===== src/sbf_consts.svh =====
// Register offsets, field positions, reset values and timing counts for the
// serial baud divider and status flag block. Included by sbf_baud_status and the bench.
`ifndef SBF_CONSTS_SVH
`define SBF_CONSTS_SVH

`define SBF_ADDR_BAUD     8'h00
`define SBF_ADDR_CTRL     8'h04
`define SBF_ADDR_STATUS   8'h08
`define SBF_ADDR_DATA     8'h0C

`define SBF_RATE_LSB      0
`define SBF_PRE_LSB       4
`define SBF_PRE_RESET     3'h0

`define SBF_CTRL_TIE      7
`define SBF_CTRL_TX_COMPLETE_IRQ_EN     6
`define SBF_CTRL_RIE      5
`define SBF_CTRL_IDLE_IRQ_EN     4
`define SBF_CTRL_TE       3

`define SBF_F_TX_EMPTY_FLAG        6
`define SBF_F_TC          5
`define SBF_F_RX_FULL_FLAG        4
`define SBF_F_IDLE        3
`define SBF_F_OR          2
`define SBF_F_NF          1
`define SBF_F_FE          0

`define SBF_DIV_P0        8'h01
`define SBF_DIV_P1        8'h03
`define SBF_DIV_P2        8'h04
`define SBF_DIV_P3        8'h0D
`define SBF_DIV_P4        8'h27

`define SBF_RT_PER_BIT    8'h10
`define SBF_RT_LAST       4'hF
`define SBF_FRAME_BITS    4'hA
`define SBF_STOP_BIT      4'h9
`define SBF_IDLE_RT_LAST  8'h9F
`define SBF_SAMPLE_A      4'h7
`define SBF_SAMPLE_B      4'h8
`define SBF_SAMPLE_C      4'h9

`endif


===== src/sbf_pkg.sv =====
// State types of the serial baud divider and status flag block.
// Used by the main module through scoped names only.
package sbf_pkg;

    typedef enum logic [1:0] {
        TX_OFF      = 2'b00,
        TX_IDLE     = 2'b11,
        TX_SHIFT    = 2'b10,
        TX_PREAMBLE = 2'b01
    } sbf_tx_state_t;

    typedef enum logic {
        RX_WAIT = 1'b0,
        RX_BITS = 1'b1
    } sbf_rx_state_t;

endpackage


===== src/sbf_baud_status.sv =====
// Baud divider chain, minimal transmitter and receiver, status flags and
// interrupt request, behind an APB slave. Assumes a single clk_sys domain;
// rx_pin is asynchronous and is synchronised here.
`timescale 1ns/10ps
`include "sbf_consts.svh"

module sbf_baud_status
(
    input  wire logic        clk_sys,
    input  wire logic        reset_n,
    input  wire logic        psel,
    input  wire logic        penable,
    input  wire logic        pwrite,
    input  wire logic [7:0]  paddr,
    input  wire logic [31:0] pwdata,
    output logic      [31:0] prdata,
    output logic             pready,
    output logic             pslverr,
    input  wire logic        rx_pin,
    output logic             tx_serial,
    output logic             tx_drive,
    output logic             irq
);

    logic [31:0] prdata_q;
    logic        pready_q;
    logic        pslverr_q;
    logic [2:0]  prescale_select_q;
    logic [2:0]  rate_select_q;
    logic        tx_empty_irq_en_q;
    logic        tx_complete_irq_en_q;
    logic        rx_irq_en_q;
    logic        idle_irq_en_q;
    logic        tx_enable_q;
    logic [6:0]  flags_q;
    logic [6:0]  arm_q;
    logic [6:0]  flag_set;
    logic [6:0]  flag_clr;
    logic [7:0]  rx_data_holding_q;
    logic        irq_q;
    logic        access;
    logic        setup;
    logic        mapped;
    logic        wr_data;
    logic        rd_data;
    logic        rd_status;
    logic [7:0]  pre_div;
    logic [7:0]  rate_div;
    logic        pre_tick;
    logic        rt_tick;
    logic        bit_tick;
    logic [7:0]  read_mux;

    assign setup     = psel && !penable;
    assign access    = psel && penable && pready_q;
    assign mapped    = (paddr == `SBF_ADDR_BAUD) || (paddr == `SBF_ADDR_CTRL)
                    || (paddr == `SBF_ADDR_STATUS) || (paddr == `SBF_ADDR_DATA);
    assign wr_data   = access && pwrite && (paddr == `SBF_ADDR_DATA);
    assign rd_data   = access && !pwrite && (paddr == `SBF_ADDR_DATA);
    assign rd_status = access && !pwrite && (paddr == `SBF_ADDR_STATUS);

    always_comb
    begin
        read_mux = 8'h00;
        unique case (paddr)
            `SBF_ADDR_BAUD:   read_mux = {1'b0, prescale_select_q,
                                          1'b0, rate_select_q};
            `SBF_ADDR_CTRL:   read_mux = {tx_empty_irq_en_q,
                                          tx_complete_irq_en_q, rx_irq_en_q,
                                          idle_irq_en_q, tx_enable_q, 3'h0};
            `SBF_ADDR_STATUS: read_mux = {flags_q, 1'b0};
            `SBF_ADDR_DATA:   read_mux = rx_data_holding_q;
            default:          read_mux = 8'h00;
        endcase
    end

    // No wait state: data and answer are registered in the setup cycle
    always_ff @(posedge clk_sys or negedge reset_n)
    begin
        if (!reset_n)
        begin
            prdata_q  <= 32'h0000_0000;
            pready_q  <= 1'b0;
            pslverr_q <= 1'b0;
        end
        else
        begin
            pready_q  <= setup;
            pslverr_q <= setup && !mapped;
            if (setup)
                prdata_q <= pwrite ? 32'h0000_0000 : {24'h00_0000, read_mux};
        end
    end

    always_ff @(posedge clk_sys or negedge reset_n)
    begin
        if (!reset_n)
        begin
            prescale_select_q    <= `SBF_PRE_RESET;
            tx_empty_irq_en_q    <= 1'b0;
            tx_complete_irq_en_q <= 1'b0;
            rx_irq_en_q          <= 1'b0;
            idle_irq_en_q        <= 1'b0;
            tx_enable_q          <= 1'b0;
        end
        else if (access && pwrite)
        begin
            if (paddr == `SBF_ADDR_BAUD)
                prescale_select_q <= pwdata[`SBF_PRE_LSB +: 3];
            if (paddr == `SBF_ADDR_CTRL)
            begin
                tx_empty_irq_en_q    <= pwdata[`SBF_CTRL_TIE];
                tx_complete_irq_en_q <= pwdata[`SBF_CTRL_TX_COMPLETE_IRQ_EN];
                rx_irq_en_q          <= pwdata[`SBF_CTRL_RIE];
                idle_irq_en_q        <= pwdata[`SBF_CTRL_IDLE_IRQ_EN];
                tx_enable_q          <= pwdata[`SBF_CTRL_TE];
            end
        end
    end

    // Deliberately outside reset: keeps its value across a reset
    always_ff @(posedge clk_sys)
    begin
        if (access && pwrite && (paddr == `SBF_ADDR_BAUD))
            rate_select_q <= pwdata[`SBF_RATE_LSB +: 3];
    end

    always_comb
    begin
        unique case (prescale_select_q)
            3'h0:    pre_div = `SBF_DIV_P0;
            3'h1:    pre_div = `SBF_DIV_P1;
            3'h2:    pre_div = `SBF_DIV_P2;
            3'h3:    pre_div = `SBF_DIV_P3;
            3'h4:    pre_div = `SBF_DIV_P4;
            default: pre_div = `SBF_DIV_P4;
        endcase
    end

    assign rate_div = 8'h01 << rate_select_q;

    sbf_divider u_pre_div (.clk_sys(clk_sys), .reset_n(reset_n),
        .step(1'b1), .divisor(pre_div), .tick(pre_tick));
    sbf_divider u_rate_div (.clk_sys(clk_sys), .reset_n(reset_n),
        .step(pre_tick), .divisor(rate_div), .tick(rt_tick));
    sbf_divider u_bit_div (.clk_sys(clk_sys), .reset_n(reset_n),
        .step(rt_tick), .divisor(`SBF_RT_PER_BIT), .tick(bit_tick));

    // Transmitter: holding register plus shifter, stepped by the bit clock
    sbf_pkg::sbf_tx_state_t tx_state_q;
    logic [9:0] tx_shift_q;
    logic [3:0] tx_bit_q;
    logic [7:0] tx_data_holding_q;
    logic       tx_hold_full_q;
    logic       tx_en_prev_q;
    logic       tx_empty_flag_set_q;
    logic       tc_set_q;
    logic       tx_serial_q;
    logic       tx_drive_q;

    always_ff @(posedge clk_sys or negedge reset_n)
    begin
        if (!reset_n)
        begin
            tx_state_q        <= sbf_pkg::TX_OFF;
            tx_shift_q        <= 10'h3FF;
            tx_bit_q          <= 4'h0;
            tx_data_holding_q <= 8'h00;
            tx_hold_full_q    <= 1'b0;
            tx_en_prev_q      <= 1'b0;
            tx_empty_flag_set_q        <= 1'b0;
            tc_set_q          <= 1'b0;
            tx_serial_q       <= 1'b1;
            tx_drive_q        <= 1'b0;
        end
        else
        begin
            tx_en_prev_q <= tx_enable_q;
            tx_empty_flag_set_q   <= tx_enable_q && !tx_en_prev_q;
            tc_set_q     <= tx_enable_q && !tx_en_prev_q;
            if (bit_tick)
            begin
                unique case (tx_state_q)
                    sbf_pkg::TX_OFF:
                        if (tx_enable_q)
                        begin
                            tx_state_q <= sbf_pkg::TX_PREAMBLE;
                            tx_drive_q <= 1'b1;
                            tx_shift_q <= 10'h3FF;
                            tx_bit_q   <= 4'h0;
                        end
                    sbf_pkg::TX_IDLE:
                        if (!tx_enable_q)
                        begin
                            tx_state_q <= sbf_pkg::TX_OFF;
                            tx_drive_q <= 1'b0;
                        end
                        else if (tx_hold_full_q)
                        begin
                            tx_state_q     <= sbf_pkg::TX_SHIFT;
                            tx_shift_q     <= {1'b1, tx_data_holding_q, 1'b0};
                            tx_bit_q       <= 4'h0;
                            tx_hold_full_q <= 1'b0;
                            tx_empty_flag_set_q     <= 1'b1;
                        end
                    sbf_pkg::TX_PREAMBLE, sbf_pkg::TX_SHIFT:
                        if (tx_bit_q != `SBF_FRAME_BITS)
                        begin
                            tx_serial_q <= tx_shift_q[0];
                            tx_shift_q  <= {1'b1, tx_shift_q[9:1]};
                            tx_bit_q    <= tx_bit_q + 4'h1;
                        end
                        else if (!tx_enable_q)
                        begin
                            // Frame done after a stop request: drop the queue
                            tx_state_q     <= sbf_pkg::TX_OFF;
                            tx_drive_q     <= 1'b0;
                            tx_hold_full_q <= 1'b0;
                            tx_empty_flag_set_q     <= 1'b1;
                            tc_set_q       <= 1'b1;
                        end
                        else
                        begin
                            tx_state_q <= sbf_pkg::TX_IDLE;
                            tc_set_q   <= !tx_hold_full_q;
                        end
                endcase
            end
            if (wr_data && tx_enable_q)
            begin
                tx_data_holding_q <= pwdata[7:0];
                tx_hold_full_q    <= 1'b1;
            end
        end
    end

    // Receiver: 16x sampling with a three-sample vote in mid bit
    sbf_pkg::sbf_rx_state_t rx_state_q;
    logic       rx_meta_q;
    logic       rx_line_q;
    logic [3:0] rx_rt_q;
    logic [3:0] rx_bit_q;
    logic [2:0] rx_vote_q;
    logic [7:0] rx_shift_q;
    logic       rx_noise_q;
    logic       rx_done_q;
    logic       rx_char_nf_q;
    logic       rx_char_fe_q;
    logic [7:0] rx_idle_cnt_q;
    logic       line_idle_q;
    logic       idle_set_q;
    logic       vote_maj;
    logic       vote_noisy;

    assign vote_maj   = (rx_vote_q[0] & rx_vote_q[1]) |
                        (rx_vote_q[0] & rx_vote_q[2]) |
                        (rx_vote_q[1] & rx_vote_q[2]);
    assign vote_noisy = !((&rx_vote_q) || !(|rx_vote_q));

    always_ff @(posedge clk_sys or negedge reset_n)
    begin
        if (!reset_n)
        begin
            rx_meta_q <= 1'b1;
            rx_line_q <= 1'b1;
        end
        else
        begin
            rx_meta_q <= rx_pin;
            rx_line_q <= rx_meta_q;
        end
    end

    always_ff @(posedge clk_sys or negedge reset_n)
    begin
        if (!reset_n)
        begin
            rx_state_q   <= sbf_pkg::RX_WAIT;
            rx_rt_q      <= 4'h0;
            rx_bit_q     <= 4'h0;
            rx_vote_q    <= 3'h0;
            rx_shift_q   <= 8'h00;
            rx_noise_q   <= 1'b0;
            rx_done_q    <= 1'b0;
            rx_char_nf_q <= 1'b0;
            rx_char_fe_q <= 1'b0;
        end
        else
        begin
            rx_done_q <= 1'b0;
            if (rt_tick)
            begin
                unique case (rx_state_q)
                    sbf_pkg::RX_WAIT:
                        if (!rx_line_q)
                        begin
                            rx_state_q <= sbf_pkg::RX_BITS;
                            rx_rt_q    <= 4'h1;
                            rx_bit_q   <= 4'h0;
                            rx_noise_q <= 1'b0;
                        end
                    sbf_pkg::RX_BITS:
                    begin
                        rx_rt_q <= rx_rt_q + 4'h1;
                        if (rx_rt_q == `SBF_SAMPLE_A)
                            rx_vote_q[0] <= rx_line_q;
                        if (rx_rt_q == `SBF_SAMPLE_B)
                            rx_vote_q[1] <= rx_line_q;
                        if (rx_rt_q == `SBF_SAMPLE_C)
                            rx_vote_q[2] <= rx_line_q;
                        if (rx_rt_q == `SBF_RT_LAST)
                        begin
                            rx_bit_q   <= rx_bit_q + 4'h1;
                            rx_noise_q <= rx_noise_q || vote_noisy;
                            if (rx_bit_q == 4'h0 && vote_maj)
                                rx_state_q <= sbf_pkg::RX_WAIT;
                            else if (rx_bit_q == `SBF_STOP_BIT)
                            begin
                                rx_state_q   <= sbf_pkg::RX_WAIT;
                                rx_done_q    <= 1'b1;
                                rx_char_nf_q <= rx_noise_q || vote_noisy;
                                rx_char_fe_q <= !vote_maj;
                            end
                            else if (rx_bit_q != 4'h0)
                                rx_shift_q <= {vote_maj, rx_shift_q[7:1]};
                        end
                    end
                endcase
            end
        end
    end

    // Idle after one character time of ones; flag only on the rising edge
    always_ff @(posedge clk_sys or negedge reset_n)
    begin
        if (!reset_n)
        begin
            rx_idle_cnt_q <= 8'h00;
            line_idle_q   <= 1'b1;
            idle_set_q    <= 1'b0;
        end
        else
        begin
            idle_set_q <= 1'b0;
            if (rt_tick)
            begin
                if (!rx_line_q)
                begin
                    rx_idle_cnt_q <= 8'h00;
                    line_idle_q   <= 1'b0;
                end
                else if (!line_idle_q)
                begin
                    if (rx_idle_cnt_q == `SBF_IDLE_RT_LAST)
                    begin
                        line_idle_q <= 1'b1;
                        idle_set_q  <= 1'b1;
                    end
                    else
                        rx_idle_cnt_q <= rx_idle_cnt_q + 8'h01;
                end
            end
        end
    end

    // Flags: set wins over the clearing sequence of the same cycle
    logic rx_load;

    assign flag_clr = arm_q & {wr_data, wr_data, {5{rd_data}}};
    assign rx_load  = rx_done_q &&
                      (!flags_q[`SBF_F_RX_FULL_FLAG] || flag_clr[`SBF_F_RX_FULL_FLAG]);
    assign flag_set = {tx_empty_flag_set_q, tc_set_q, rx_load, idle_set_q,
                       rx_done_q && !rx_load,
                       rx_load && rx_char_nf_q, rx_load && rx_char_fe_q};

    always_ff @(posedge clk_sys or negedge reset_n)
    begin
        if (!reset_n)
        begin
            flags_q <= 7'h00;
            arm_q   <= 7'h00;
        end
        else
        begin
            flags_q <= flag_set |
                       (flags_q & ~flag_clr & ~{5'h00, rx_load, rx_load});
            if (rd_status)
                arm_q <= prdata_q[7:1];
            else
                arm_q <= arm_q & ~flag_clr;
        end
    end

    always_ff @(posedge clk_sys or negedge reset_n)
    begin
        if (!reset_n)
            rx_data_holding_q <= 8'h00;
        else if (rx_load)
            rx_data_holding_q <= rx_shift_q;
    end

    always_ff @(posedge clk_sys or negedge reset_n)
    begin
        if (!reset_n)
            irq_q <= 1'b0;
        else
            irq_q <= (tx_empty_irq_en_q && flags_q[`SBF_F_TX_EMPTY_FLAG]) ||
                     (tx_complete_irq_en_q && flags_q[`SBF_F_TC]) ||
                     (rx_irq_en_q && (flags_q[`SBF_F_RX_FULL_FLAG] ||
                                      flags_q[`SBF_F_OR])) ||
                     (idle_irq_en_q && flags_q[`SBF_F_IDLE]);
    end

    assign prdata    = prdata_q;
    assign pready    = pready_q;
    assign pslverr   = pslverr_q;
    assign tx_serial = tx_serial_q;
    assign tx_drive  = tx_drive_q;
    assign irq       = irq_q;
endmodule // sbf_baud_status


===== src/sbf_divider.sv =====
// Variable-modulus tick divider: one registered tick per divisor steps.
// Assumes the divisor is at least one and steps come from clk_sys logic.
`timescale 1ns/10ps

module sbf_divider
(
    input  wire logic       clk_sys,
    input  wire logic       reset_n,
    input  wire logic       step,
    input  wire logic [7:0] divisor,
    output logic            tick
);

    logic [7:0] count_q;
    logic [7:0] limit;
    logic       wrap;

    assign limit = divisor - 8'h01;
    // Compare with >= so a smaller divisor written mid-count still wraps
    assign wrap  = (count_q >= limit);

    always_ff @(posedge clk_sys or negedge reset_n)
    begin
        if (!reset_n)
        begin
            count_q <= 8'h00;
            tick    <= 1'b0;
        end
        else
        begin
            tick <= step && wrap;
            if (step)
                count_q <= wrap ? 8'h00 : count_q + 8'h01;
        end
    end

endmodule // sbf_divider


===== config.mk =====
export PLATFORM = sky130hd
export DESIGN_NAME = sbf_baud_status
export DESIGN_NICKNAME = d
export VERILOG_FILES = /design/src/sbf_pkg.sv /design/src/sbf_baud_status.sv /design/src/sbf_divider.sv
export VERILOG_INCLUDE_DIRS = /design/src
export SDC_FILE = /design/constraint.sdc
export NUM_CORES = 1
export LEC_CHECK = 0
export ABC_CLOCK_PERIOD_IN_PS = 3700
export BUFFER_PORTS_ARGS = -buffer_cell sky130_fd_sc_hd__buf_2
export CAP_MARGIN = 30
export CORE_MARGIN = 10
export CORE_UTILIZATION = 55
export CTS_BUF_LIST = sky130_fd_sc_hd__clkbuf_8
export DETAILED_ROUTE_END_ITERATION = 7
export MAX_ROUTING_LAYER = met4
export PLACE_DENSITY = 0.75
export REMOVE_ABC_BUFFERS = 1
export SYNTH_ARGS = -nofsm -noshare
export SYNTH_HDL_FRONTEND = slang
export SYNTH_HIERARCHICAL = 1
export SYNTH_SLANG_ARGS = --single-unit

===== constraint.sdc =====
create_clock -name clk_sys -period 3.7 [get_ports clk_sys]
set_clock_uncertainty 0.15 [all_clocks]
set_input_delay 0.555 -clock clk_sys [delete_from_list [all_inputs] [get_ports clk_sys]]
set_output_delay 0.555 -clock clk_sys [all_outputs]
set_load 0.005 [all_outputs]

==> results of run 1 <==
-- final timing paths --
kind / slack [ps] / depth (start not counted) / to / start
min: 10 / 1 / tx_drive / reset_n
min in group clk_sys: 60 / 1 / rx_meta_q / rx_pin
max in group asynchronous: 2590 / 2 / rx_line_q / reset_n
min reg2reg: 210 / 0 / rx_line_q / rx_meta_q
max reg2reg: 660 / 9 / u_pre_div/count_q[3] / prescale_select_q[2]
max: 660 / 9 / u_pre_div/count_q[3] / prescale_select_q[2]
-- layout make-up --
cell class                 instances  area [sq um]  area share, %
multi-input combinational        559          4120           48.4
sequential                       136          3430           40.4
clock buffer                      21           289           3.40
tap                              180           225           2.65
timing repair buffer              36           204           2.40
clock inverter                    11           130           1.53
inverter                          29           109           1.28
-- logic make-up after synthesis --
logic type	share of synthesized area, %
flip-flops	44.4
XOR/XNOR	2.72
adder cells (fa/ha/maj)	6.92
multiplexers	9.17
other	0.0971
buffers and inverters	4.92
AO/OA/AOI/OAI	15.3
AND/OR/NAND/NOR	16.5
-- metrics by stage --
stage                     instance area, sq um  hold slack, ps  util, %
final                                     8510            11.0     61.6
after global routing                      8510            22.1     61.6
after CTS                                 8510            21.3     61.6
after detailed placement                  8090             199     58.5
after global placement                    8090             197     58.5
after floorplan                           7660             109        -
-- sequential cells by signal, summed over array words and instances, names as in the netlist, 2 cells and up --
signal	count
arm_q	7
flags_q	7
prdata	8
prescale_select_q	3
rate_select_q	3
rx_bit_q	4
rx_data_holding_q	8
rx_idle_cnt_q	8
rx_rt_q	4
rx_shift_q	8
rx_vote_q	3
tx_bit_q	4
tx_data_holding_q	8
tx_shift_q	9
tx_state_q	2
u_bit_div/count_q	8
u_pre_div/count_q	8
u_rate_div/count_q	8
-- routing by layer --
metal / wire length, um / vias to the layer above
met3: 688 / 28
li1: - / 2665
met4: 316 / 0
met2: 7760 / 122
met1: 7200 / 2740
met5: 0 / -
-- report_power, final --
part           switching, mW  internal, mW
Sequential             0.179          1.62
Clock                  0.550         0.727
Combinational          0.459         0.374
Total                   1.19          2.72
-- cells in the mapped netlist, types with 4 or more instances --
library cell,n
sky130_fd_sc_hd__a211oi_1,6
sky130_fd_sc_hd__a21boi_0,5
sky130_fd_sc_hd__a21o_1,6
sky130_fd_sc_hd__a21oi_1,19
sky130_fd_sc_hd__a221o_1,11
sky130_fd_sc_hd__a22o_1,20
sky130_fd_sc_hd__a31oi_1,5
sky130_fd_sc_hd__and2_1,7
sky130_fd_sc_hd__and3_1,6
sky130_fd_sc_hd__buf_4,24
sky130_fd_sc_hd__clkbuf_1,20
sky130_fd_sc_hd__dfrtp_1,120
sky130_fd_sc_hd__dfstp_2,13
sky130_fd_sc_hd__ha_1,42
sky130_fd_sc_hd__inv_1,28
sky130_fd_sc_hd__mux2_2,49
sky130_fd_sc_hd__mux2i_1,9
sky130_fd_sc_hd__nand2_1,59
sky130_fd_sc_hd__nand2b_1,21
sky130_fd_sc_hd__nand3_1,24
sky130_fd_sc_hd__nand4_1,7
sky130_fd_sc_hd__nor2_1,31
sky130_fd_sc_hd__nor2b_1,12
sky130_fd_sc_hd__nor3_1,23
sky130_fd_sc_hd__nor3b_1,5
sky130_fd_sc_hd__nor4_1,9
sky130_fd_sc_hd__o21a_1,5
sky130_fd_sc_hd__o21ai_0,22
sky130_fd_sc_hd__o2bb2ai_1,11
sky130_fd_sc_hd__o311ai_4,4
sky130_fd_sc_hd__or2_2,4
sky130_fd_sc_hd__or3_1,6
sky130_fd_sc_hd__xnor2_1,14
sky130_fd_sc_hd__xor2_1,10
==> results.txt, run 1 <==
----------------------------------------------------
[Status]
  Run status ... finished, final reports clean

[Cells and area]
  Most common cell after layout, fill and taps aside ... sky130_fd_sc_hd__dfrtp_1
  Area added between synthesis and finish ... 10.0%
  Commonest non-fill, non-tap cells in the layout ... 120 x sky130_fd_sc_hd__dfrtp_1, 59 x sky130_fd_sc_hd__nand2_1, 55 x sky130_fd_sc_hd__conb_1
  Fraction of layout cells with a size suffix above 1 ... 20.2%
  Final instance count without filler cells ... 972
  Layout fillers ... 1136
  Antenna cell count ... 0
  Final net count ... 867

[Timing]
  Final Hold Fails ... 0
  Post-route clock period utilization ... 82.2%
  Final setup violation count ... 0
  Final Worst Setup Slack ... 660 ps
  Number of pins exceeding their max-slew limit in the final report ... 0
  Unrepaired setup endpoints after global routing ... false
  Slew at the pin closest to its max-slew limit ... 938 ps
  Relative max-transition margin ... 36.9%
  Setup_tns ... 0 ps
  Post-layout min period ... 3040 ps
  Max Fclk ... 0.329 GHz

[Global route]
  Initial antenna violation count ... 0
  Wire length of the first global-routing pass ... 26900 um
  Global-route track usage on met1 ... 21.1%
  Via count of the first global-routing pass ... 5552
  Maximum number of pins on one net before global-route repair ... 84
  Global route total overflow ... 0
  Routing layer with the top usage in global route ... met2
  Met3 track demand over resource ... 4.49%
  Global-route met2 utilization ... 26.5%
  Total routing resource utilization after global routing ... 17.1%

[Hold path]
  Min-Delay Path Class ... in -> async

[CTS]
  Longest Clk Path Bufs ... 2
  Clk pin slew, worst setup/hold paths ... 70 ps
  Worst-skew pair later-pin latency ... 450 ps
  CTS H-tree depth ... 4
  Number of gates resized after cts ... 0
  CTS tree ... yes
  Inserted Clock Buffers ... 17
  Root buf cell ... sky130_fd_sc_hd__clkbuf_8
  # hold bufs at CTS ... 0
  Setup Fix Bufs, Post-CTS ... 0
  Number of sinks on the clock net ... 136

[Logic synthesis]
  Area share of the largest cell type after synthesis ... 38.8%
  Flops & latches, synth ... 136
  Async set or reset register ratio after synthesis ... 97.8%
  Area of the mapped netlist ... 0.00773 sq mm
  Post-synthesis cell count ... 717
  Portion of the post-synthesis area used by sequential elements ... 44.4%
  Number of distinct library cell variants in the gate-level netlist after synthesis ... 71
  Average footprint of a synthesized cell ... 10.8 sq um
  Top post-synthesis cells by area ... sky130_fd_sc_hd__dfrtp_1 39%, sky130_fd_sc_hd__mux2_2 7.1%, sky130_fd_sc_hd__ha_1 6.8%, sky130_fd_sc_hd__dfstp_2 4.4%, sky130_fd_sc_hd__nand2_1 2.9%
  Number of synthesized flops with an enable pin ... 3
  Library cell occupying the most area in the post-synthesis netlist ... sky130_fd_sc_hd__dfrtp_1
  Number of warnings printed during yosys synthesis ... 6
  Dominant synthesized flop cell ... sky130_fd_sc_hd__dfrtp_1

[Critical path]
  Data arrival time of the critical path ... 3230 ps
  Crit-path max FO ... 8
  Type of element launching the critical path ... flip-flop
  Crit Path Class ... reg -> reg
  Dominant delay contributor by cell family on the critical path ... simple AND/OR/NAND/NOR gates
  Required time reported for the critical path endpoint ... 3890 ps
  Worst stage delay on the critical path ... 510 ps
  Max stage delay cell, worst path ... sky130_fd_sc_hd__o31ai_1
  Worst-path cell chain ... or2_2, nor2_1, nor4b_1, xnor2_1, ha_1, nand4_1, o31ai_1, o21ai_0, o2bb2ai_1
  CP bufs+invs ... 0
  CP Capture Type ... flip-flop

[Place]
  Placed Instances ... 940
  Number of buffers added on ports ... 34
  Final estimated routing congestion in global placement ... 0.868
  DP Wirelength ... 11600 um
  Place WS ... 722 ps

[Detailed routing]
  Number of violations reported at the end of detailed-routing iteration 0 ... 439
  Final WL ... 16000 um
  Total number of vias ... 5555
  Number of iterations in the first detailed-routing pass ... 7
  Remaining design rule violation count ... 0
  Count of nets left with antenna violations after detail routing ... 0
  Vias per Instance ... 5.72
  Mean routed wirelength per cell ... 16.4 um

[Power]
  Power consumption ... 3.91 mW
  Power density cells ... 460 mW/mm^2
  Peak ir drop on the vdd network ... 0.255 mV
  Static Leakage ... 3.94 nW

[Floorplanning]
  Height of the chip ... 139 um
  Area of the die ... 0.0192 sq mm
  Number of top-level pins ... 83
  Horizontal extent of the die ... 139 um
  Starting density of the core ... 55.9%
  Core footprint ... 0.0138 sq mm
  Std cell rows ... 43

[Run]
  Number of maximum-capacitance constraint violations ... 0

----------------------------------------------------
Note: power is estimated with default switching activity, not from simulation.
==> inputs of run 2 (changes only) <==
--- a/config.mk
+++ b/config.mk
@@ -6,7 +6,7 @@
 export SDC_FILE = /design/constraint.sdc
 export NUM_CORES = 1
 export LEC_CHECK = 0
-export ABC_CLOCK_PERIOD_IN_PS = 3700
+export ABC_CLOCK_PERIOD_IN_PS = 2950
 export BUFFER_PORTS_ARGS = -buffer_cell sky130_fd_sc_hd__buf_2
 export CAP_MARGIN = 30
 export CORE_MARGIN = 10
==> constraint.sdc (replaced) <==
create_clock -name clk_sys -period 2.95 [get_ports clk_sys]
set_clock_uncertainty 0.15 [all_clocks]
set_input_delay 0.4425 -clock clk_sys [delete_from_list [all_inputs] [get_ports clk_sys]]
set_output_delay 0.4425 -clock clk_sys [all_outputs]
set_load 0.005 [all_outputs]
==> run 2 against run 1 <==
Via count grew 1.8%. Global-route usage grew 0.58 points. Power grew 25%. First-iteration DRC count shrank 14%. Final cell count grew 2.9%. Combinational power grew 34%. Non-clock buffer count grew 28. Routed wire length grew 3.0%. Critical path depth grew 1. Critical endpoint is now u_rate_div/count_q[6]. Highest routed layer unchanged.
==> results.txt, run 2 (same netlist as run 1, synthesis figures left out) <==
----------------------------------------------------
[Detailed routing]
  Vias per Instance ... 5.66 (-1.1%)
  Remaining design rule violation count ... 0 (unchanged)
  Mean routed wirelength per cell ... 16.4 um (+0.15%)
  Total number of vias ... 5655 (+1.8%)
  Number of iterations in the first detailed-routing pass ... 5 (-2)
  Count of nets left with antenna violations after detail routing ... 0 (unchanged)
  Number of violations reported at the end of detailed-routing iteration 0 ... 379 (-14%)
  Final WL ... 16400 um (+3.0%)

[Floorplanning]
  Core footprint ... 0.0138 sq mm (unchanged)
  Starting density of the core ... 55.9% (unchanged)
  Horizontal extent of the die ... 139 um (unchanged)
  Height of the chip ... 139 um (unchanged)
  Area of the die ... 0.0192 sq mm (unchanged)
  Number of top-level pins ... 83 (unchanged)
  Std cell rows ... 43 (unchanged)

[Global route]
  Global route total overflow ... 0 (unchanged)
  Maximum number of pins on one net before global-route repair ... 69 (-18%)
  Initial antenna violation count ... 0 (unchanged)
  Wire length of the first global-routing pass ... 27600 um (+2.7%)
  Via count of the first global-routing pass ... 5651 (+1.8%)
  Total routing resource utilization after global routing ... 17.7% (+0.58 points)

[Timing]
  Unrepaired setup endpoints after global routing ... true
  Number of pins exceeding their max-slew limit in the final report ... 0 (unchanged)
  Max Fclk ... 0.348 GHz (+5.7%)
  Post-layout min period ... 2880 ps (-165 ps)
  Post-route clock period utilization ... 97.5% (+15 points)
  Final Hold Fails ... 0 (unchanged)
  Slew at the pin closest to its max-slew limit ... 699 ps (-239 ps)
  Final setup violation count ... 0 (unchanged)
  Relative max-transition margin ... 53.1% (+16 points)
  Post-route worst hold slack ... 47.8 ps (+36.8 ps)

[Critical path]
  Max stage delay cell, worst path ... sky130_fd_sc_hd__edfxtp_1
  Crit-path max FO ... 7 (-1)
  Top cell by count, worst path ... sky130_fd_sc_hd__buf_4
  Type of element launching the critical path ... flip-flop
  Data arrival time of the critical path ... 3060 ps (-170 ps)
  Required time reported for the critical path endpoint ... 3140 ps (-750 ps)
  Worst-path cell chain ... buf_4, nor3b_2, buf_4, nor4b_2, xnor2_1, ha_1, nand2_1, nor3_4, a211oi_2, a221o_1
  Crit Path Class ... reg -> reg
  CP Capture Type ... flip-flop
  Worst stage delay on the critical path ... 470 ps (-40 ps)

[Place]
  DP Wirelength ... 11500 um (-0.37%)
  Number of buffers added on ports ... 34 (unchanged)
  Standard cell area after detailed placement ... 0.00820 sq mm (+1.3%)
  Final estimated routing congestion in global placement ... 0.885 (+2.0%)
  Placed Instances ... 954 (+1.5%)

[Cells and area]
  Most common cell after layout, fill and taps aside ... sky130_fd_sc_hd__dfrtp_1
  Biggest register ... tx_shift_q
  Area added between synthesis and finish ... 14.1%
  Final net count ... 895 (+3.2%)
  Number of flip-flops in the largest register ... 9 (unchanged)
  Commonest non-fill, non-tap cells in the layout ... 119 x sky130_fd_sc_hd__dfrtp_1, 58 x sky130_fd_sc_hd__nand2_1, 55 x sky130_fd_sc_hd__conb_1
  Share of the core filled with cells ... 63.8% (+2.3 points)
  Final instance count without filler cells ... 1000 (+2.9%)
  Antenna cell count ... 0 (unchanged)
  Fraction of layout cells with a size suffix above 1 ... 25.1% (+4.9 points)
  Design Area, Final ... 0.00883 sq mm (+3.7%)

[CTS]
  Longest Clk Path Bufs ... 2 (unchanged)
  Root buf cell ... sky130_fd_sc_hd__clkbuf_8
  Inserted Clock Buffers ... 17 (unchanged)
  Clk pin slew, worst setup/hold paths ... 80 ps (about the same)
  Number of sinks on the clock net ... 136 (unchanged)
  CTS H-tree depth ... 4 (unchanged)
  CTS tree ... yes
  Worst-skew pair later-pin latency ... 460 ps (about the same)

[Status]
  Run status ... finished, final reports clean

[Power]
  Peak ir drop on the vdd network ... 0.295 mV (+16%)
  Power density cells ... 555 mW/mm^2 (+21%)
  Static Leakage ... 4.08 nW (+3.7%)
  Power consumption ... 4.90 mW (+25%)

[Run]
  Number of maximum-capacitance constraint violations ... 0 (unchanged)

[Hold path]
  Min-Delay Path Class ... in -> reg

----------------------------------------------------
[run 2: per-stage QoR]
stage | TNS, ps | setup WS (ps)
after floorplan | 0 | 285
after global placement | 0 | 137
after detailed placement | 0 | 5.09
after CTS | 0 | 9.92
after global routing | -350 | -72.2
final | 0 | 75.0
[run 2: layout make-up]
type,count,area (sq um)
clock buffer,18,248
clock inverter,14,148
fill,1049,5000
inverter,29,109
multi-input combinational,559,4240
sequential,136,3440
tap,180,225
timing repair buffer,64,418
[run 2: metal layers]
layer / part of all wire [%] / vias up / track usage [%] / wire (um)
li1: - / 2716 / - / -
met4: 1.6 / 0 / 6.44 / 271
met2: 50 / 127 / 27.8 / 8150
met1: 45 / 2791 / 21.6 / 7360
met5: 0 / - / - / 0
met3: 4.0 / 21 / 4.38 / 663
[run 2: final timing paths]
path,startpoint,endpoint,slack [ps],cells past startpoint
min reg2reg,rx_meta_q,rx_line_q,210,0
min,pwdata[0],rate_select_q[0],50,1
max reg2reg,rate_select_q[0],u_rate_div/count_q[6],70,10
min in group asynchronous,reset_n,tx_data_holding_q[7],330,2
max,rate_select_q[0],u_rate_div/count_q[6],70,10
max in group asynchronous,reset_n,tx_shift_q[7],1610,3
[run 2: repair_timing]
action                     4_1_cts  5_1_grt
cloned                           0        0
setup buffers                    0       12
pin swaps                        0       11
hold buffers                     2        0
hold endpoints to repair        41        0
resized for setup                1       24
setup endpoints to repair        3       17
[run 2: worst max-delay path, delay by kind of cell (launching register included)]
kind | cells | cell delay, ps
DFF | 1 | 470
xor gates and xnor gates | 1 | 160
buffers and inverters | 2 | 330
adders and majority gates | 1 | 320
AOI/OAI and AO/OA | 2 | 440
and+or+nand+nor | 4 | 870
[run 2: report_power, final]
part	switching (mW)	internal, mW	leakage [nW]	total (mW)
clock	0.765	0.778	0.202	1.54
sequential	0.206	2.04	1.78	2.24
combinational	0.621	0.496	2.10	1.12
total	1.59	3.31	4.08	4.90
==> inputs of run 3 (changes only) <==
--- a/config.mk
+++ b/config.mk
@@ -6,9 +6,8 @@
 export SDC_FILE = /design/constraint.sdc
 export NUM_CORES = 1
 export LEC_CHECK = 0
-export ABC_CLOCK_PERIOD_IN_PS = 2950
+export ABC_CLOCK_PERIOD_IN_PS = 3100
 export BUFFER_PORTS_ARGS = -buffer_cell sky130_fd_sc_hd__buf_2
-export CAP_MARGIN = 30
 export CORE_MARGIN = 10
 export CORE_UTILIZATION = 55
 export CTS_BUF_LIST = sky130_fd_sc_hd__clkbuf_8
==> constraint.sdc (replaced) <==
create_clock -name clk_sys -period 3.1 [get_ports clk_sys]
set_clock_uncertainty 0.15 [all_clocks]
set_input_delay 0.465 -clock clk_sys [delete_from_list [all_inputs] [get_ports clk_sys]]
set_output_delay 0.465 -clock clk_sys [all_outputs]
set_load 0.005 [all_outputs]
==> run 3 against run 2 <==
Via count is essentially flat. Critical path depth is the same. First-iteration DRC count up 23%. Die area unchanged. Critical path type unchanged. Highest routed layer unchanged.
==> results.txt, run 3 (same netlist as run 1, synthesis figures left out) <==
----------------------------------------------------
[Detailed routing]
  Mean routed wirelength per cell ... 16.7 um (+1.3%)
  Uppermost signal routing layer after detailed routing ... met4
  Routed length on met2 ... 8300 um (+1.8%)
  Total routed wire length on the met1 layer ... 7100 um (-3.5%)
  Total number of vias ... 5656 (+0.018%)
  Number of violations reported at the end of detailed-routing iteration 0 ... 466 (+23%)
  Number of iterations in the first detailed-routing pass ... 5 (unchanged)
  Final WL ... 16400 um (-0.35%)
  Vias per Instance ... 5.75 (+1.6%)
  Remaining design rule violation count ... 0 (unchanged)
  Metal3 WL ... 690 um (+4.1%)
  Count of nets left with antenna violations after detail routing ... 0 (unchanged)

[Critical path]
  Startpoint of the worst-slack reg-to-reg timing path ... prescale_select_q[2]
  Worst path depth ... 10 (unchanged)
  Crit-path max FO ... 7 (unchanged)
  Type of element launching the critical path ... flip-flop
  Capturing instance or port of the critical path ... u_pre_div/count_q[6]
  Setup slack, reg-to-reg ... 120 ps (+50 ps)
  Data arrival time of the critical path ... 3180 ps (+120 ps)
  Worst-path cell chain ... or2_2, nor4_1, nand2_1, xor2_1, ha_1, a21oi_1, o21a_1, o31a_4, nand2_4, o311ai_4
  CP Capture Type ... flip-flop
  Required time reported for the critical path endpoint ... 3300 ps (+160 ps)
  Worst setup path startpoint ... prescale_select_q[2]
  Max stage delay cell, worst path ... sky130_fd_sc_hd__dfrtp_1
  Worst stage delay on the critical path ... 430 ps (-40 ps)
  Number of cell instances on the worst register-to-register path ... 10 (unchanged)
  Dominant delay contributor by cell family on the critical path ... simple AND/OR/NAND/NOR gates
  CP bufs+invs ... 0 (-2)
  Crit Path Class ... reg -> reg
  End of the worst register-to-register path ... u_pre_div/count_q[6]

[Cells and area]
  Layout fillers ... 1088 (+3.7%)
  Commonest non-fill, non-tap cells in the layout ... 120 x sky130_fd_sc_hd__dfrtp_1, 59 x sky130_fd_sc_hd__nand2_1, 55 x sky130_fd_sc_hd__conb_1
  Area taken by flip-flops and latches ... 0.00343 sq mm (about the same)
  Biggest register ... tx_shift_q
  Share of the core filled with cells ... 62.5% (-1.4 points)
  Area added between synthesis and finish ... 11.7%
  Number of flip-flops in the largest register ... 9 (unchanged)
  Area occupied by multi-input gates ... 0.00414 sq mm (-2.5%)
  Design Area, Final ... 0.00864 sq mm (-2.1%)
  Most common cell after layout, fill and taps aside ... sky130_fd_sc_hd__dfrtp_1
  Final net count ... 879 (-1.8%)
  Antenna cell count ... 0 (unchanged)
  Fraction of layout cells with a size suffix above 1 ... 22.0% (-3.1 points)

[CTS]
  Number of sinks on the clock net ... 136 (unchanged)
  Inserted Clock Buffers ... 17 (unchanged)
  Longest Clk Path Bufs ... 2 (unchanged)
  CTS tree ... yes
  Root buf cell ... sky130_fd_sc_hd__clkbuf_8
  Clk pin slew, worst setup/hold paths ... 70 ps (about the same)
  Worst-skew pair later-pin latency ... 450 ps (about the same)
  CTS H-tree depth ... 4 (unchanged)

[Timing]
  Post-layout min period ... 2980 ps (+101 ps)
  Post-route clock period utilization ... 96.0% (-1.4 points)
  Relative max-transition margin ... 37.3% (-16 points)
  Final setup violation count ... 0 (unchanged)
  Slew at the pin closest to its max-slew limit ... 933 ps (+234 ps)
  Max Fclk ... 0.336 GHz (-3.4%)
  Number of pins exceeding their max-slew limit in the final report ... 0 (unchanged)
  Final Worst Setup Slack ... 124 ps (+48.6 ps)
  Final Hold Fails ... 0 (unchanged)

[Run]
  Number of maximum-capacitance constraint violations ... 0 (unchanged)

[Floorplanning]
  Std cell rows ... 43 (unchanged)
  Starting density of the core ... 55.9% (unchanged)
  Horizontal extent of the die ... 139 um (unchanged)
  Core footprint ... 0.0138 sq mm (unchanged)
  Height of the chip ... 139 um (unchanged)
  Number of top-level pins ... 83 (unchanged)
  Area of the die ... 0.0192 sq mm (unchanged)

[Place]
  Number of buffers added on ports ... 34 (unchanged)
  Standard cell area after detailed placement ... 0.00817 sq mm (-0.37%)
  Place WS ... 213 ps (+208 ps)
  Final estimated routing congestion in global placement ... 0.858 (-3.1%)
  DP Wirelength ... 11800 um (+2.3%)

[Power]
  Power consumption ... 4.74 mW (-3.3%)
  Sw Share ... 30.9% (-1.6 points)
  Combinational cell fraction of total power ... 21.9% (-0.9 points)
  Static Leakage ... 3.98 nW (-2.4%)
  Seq pwr share ... 45.0% (-0.7 points)
  Portion of total power attributed to the clock network ... 33.1% (+1.6 points)
  Power density cells ... 549 mW/mm^2 (-1.2%)
  Internal power contribution ... 3.27 mW (-1.1%)
  Reported net switching power ... 1.47 mW (-8.0%)
  Peak ir drop on the vdd network ... 0.319 mV (+8.1%)

[Global route]
  Total routing resource utilization after global routing ... 17.5% (-0.11 points)
  Maximum number of pins on one net before global-route repair ... 61 (-12%)
  Global route total overflow ... 0 (unchanged)
  Initial antenna violation count ... 0 (unchanged)
  Wire length of the first global-routing pass ... 27500 um (-0.40%)
  Via count of the first global-routing pass ... 5721 (+1.2%)

[Status]
  Run status ... finished, final reports clean

[Hold path]
  Min-Delay Path Class ... in -> reg
  Hold path start ... pwdata[2]

----------------------------------------------------
==> run 3: power by group through the flow <==
stage,Sequential [mW],Clock [mW],Combinational (mW)
2_1_floorplan,2.12,0,0.781
3_3_place_gp,2.15,0,0.956
3_5_place_dp,2.16,0,1.01
4_1_cts,2.13,1.61,1.02
5_1_grt,2.15,1.69,1.16
6_report,2.13,1.57,1.04
==> run 3: worst min-delay path by stage <==
stage / to / slack [ps] / depth (start not counted)
3_3_place_gp: rx_line_q / 200 / 0
2_1_floorplan: arm_q[0] / 20 / 0
5_1_grt: rate_select_q[2] / 40 / 1
4_1_cts: rate_select_q[2] / 50 / 1
3_5_place_dp: rx_line_q / 200 / 0
6_report: rate_select_q[2] / 70 / 1
==> run 3: stage by stage <==
step	std cells	setup TNS, ps	hold slack (ps)
after floorplan	724	0	19.4
after global placement	950	0	197
after detailed placement	950	0	198
after CTS	984	0	49.2
after global routing	984	-207	37.4
final	984	0	68.2
==> run 3: per-layer routing <==
metal  vias up  track usage, %
met4         0            5.94
met1      2823            20.4
met5         -               -
li1       2683               -
met2       121            28.9
met3        29            4.55
==> run 3: what timing repair did <==
action                                 CTS  global route
buffers inserted                         0             0
resized for setup                        0             4
endpoints found under the hold margin   47             0
setup endpoints to repair                0            11
hold buffers                             2             0
==> run 3: final cells by class <==
type                            count  area share, %
Multi-Input combinational cell    559           47.9
Clock inverter                     11           1.67
Timing Repair Buffer               48           3.46
Inverter                           29           1.26
Clock buffer                       21           3.35
Sequential cell                   136           39.8
Tap cell                          180           2.61
==> run 3: worst register-to-register path: stages, from the launching register on <==
cell                       delay, ps
sky130_fd_sc_hd__dfrtp_1         430
sky130_fd_sc_hd__or2_2           360
sky130_fd_sc_hd__nor4_1          380
sky130_fd_sc_hd__nand2_1         120
sky130_fd_sc_hd__xor2_1          170
sky130_fd_sc_hd__ha_1            330
sky130_fd_sc_hd__a21oi_1         170
sky130_fd_sc_hd__o21a_1          200
sky130_fd_sc_hd__o31a_4          200
sky130_fd_sc_hd__nand2_4         100
sky130_fd_sc_hd__o311ai_4        270
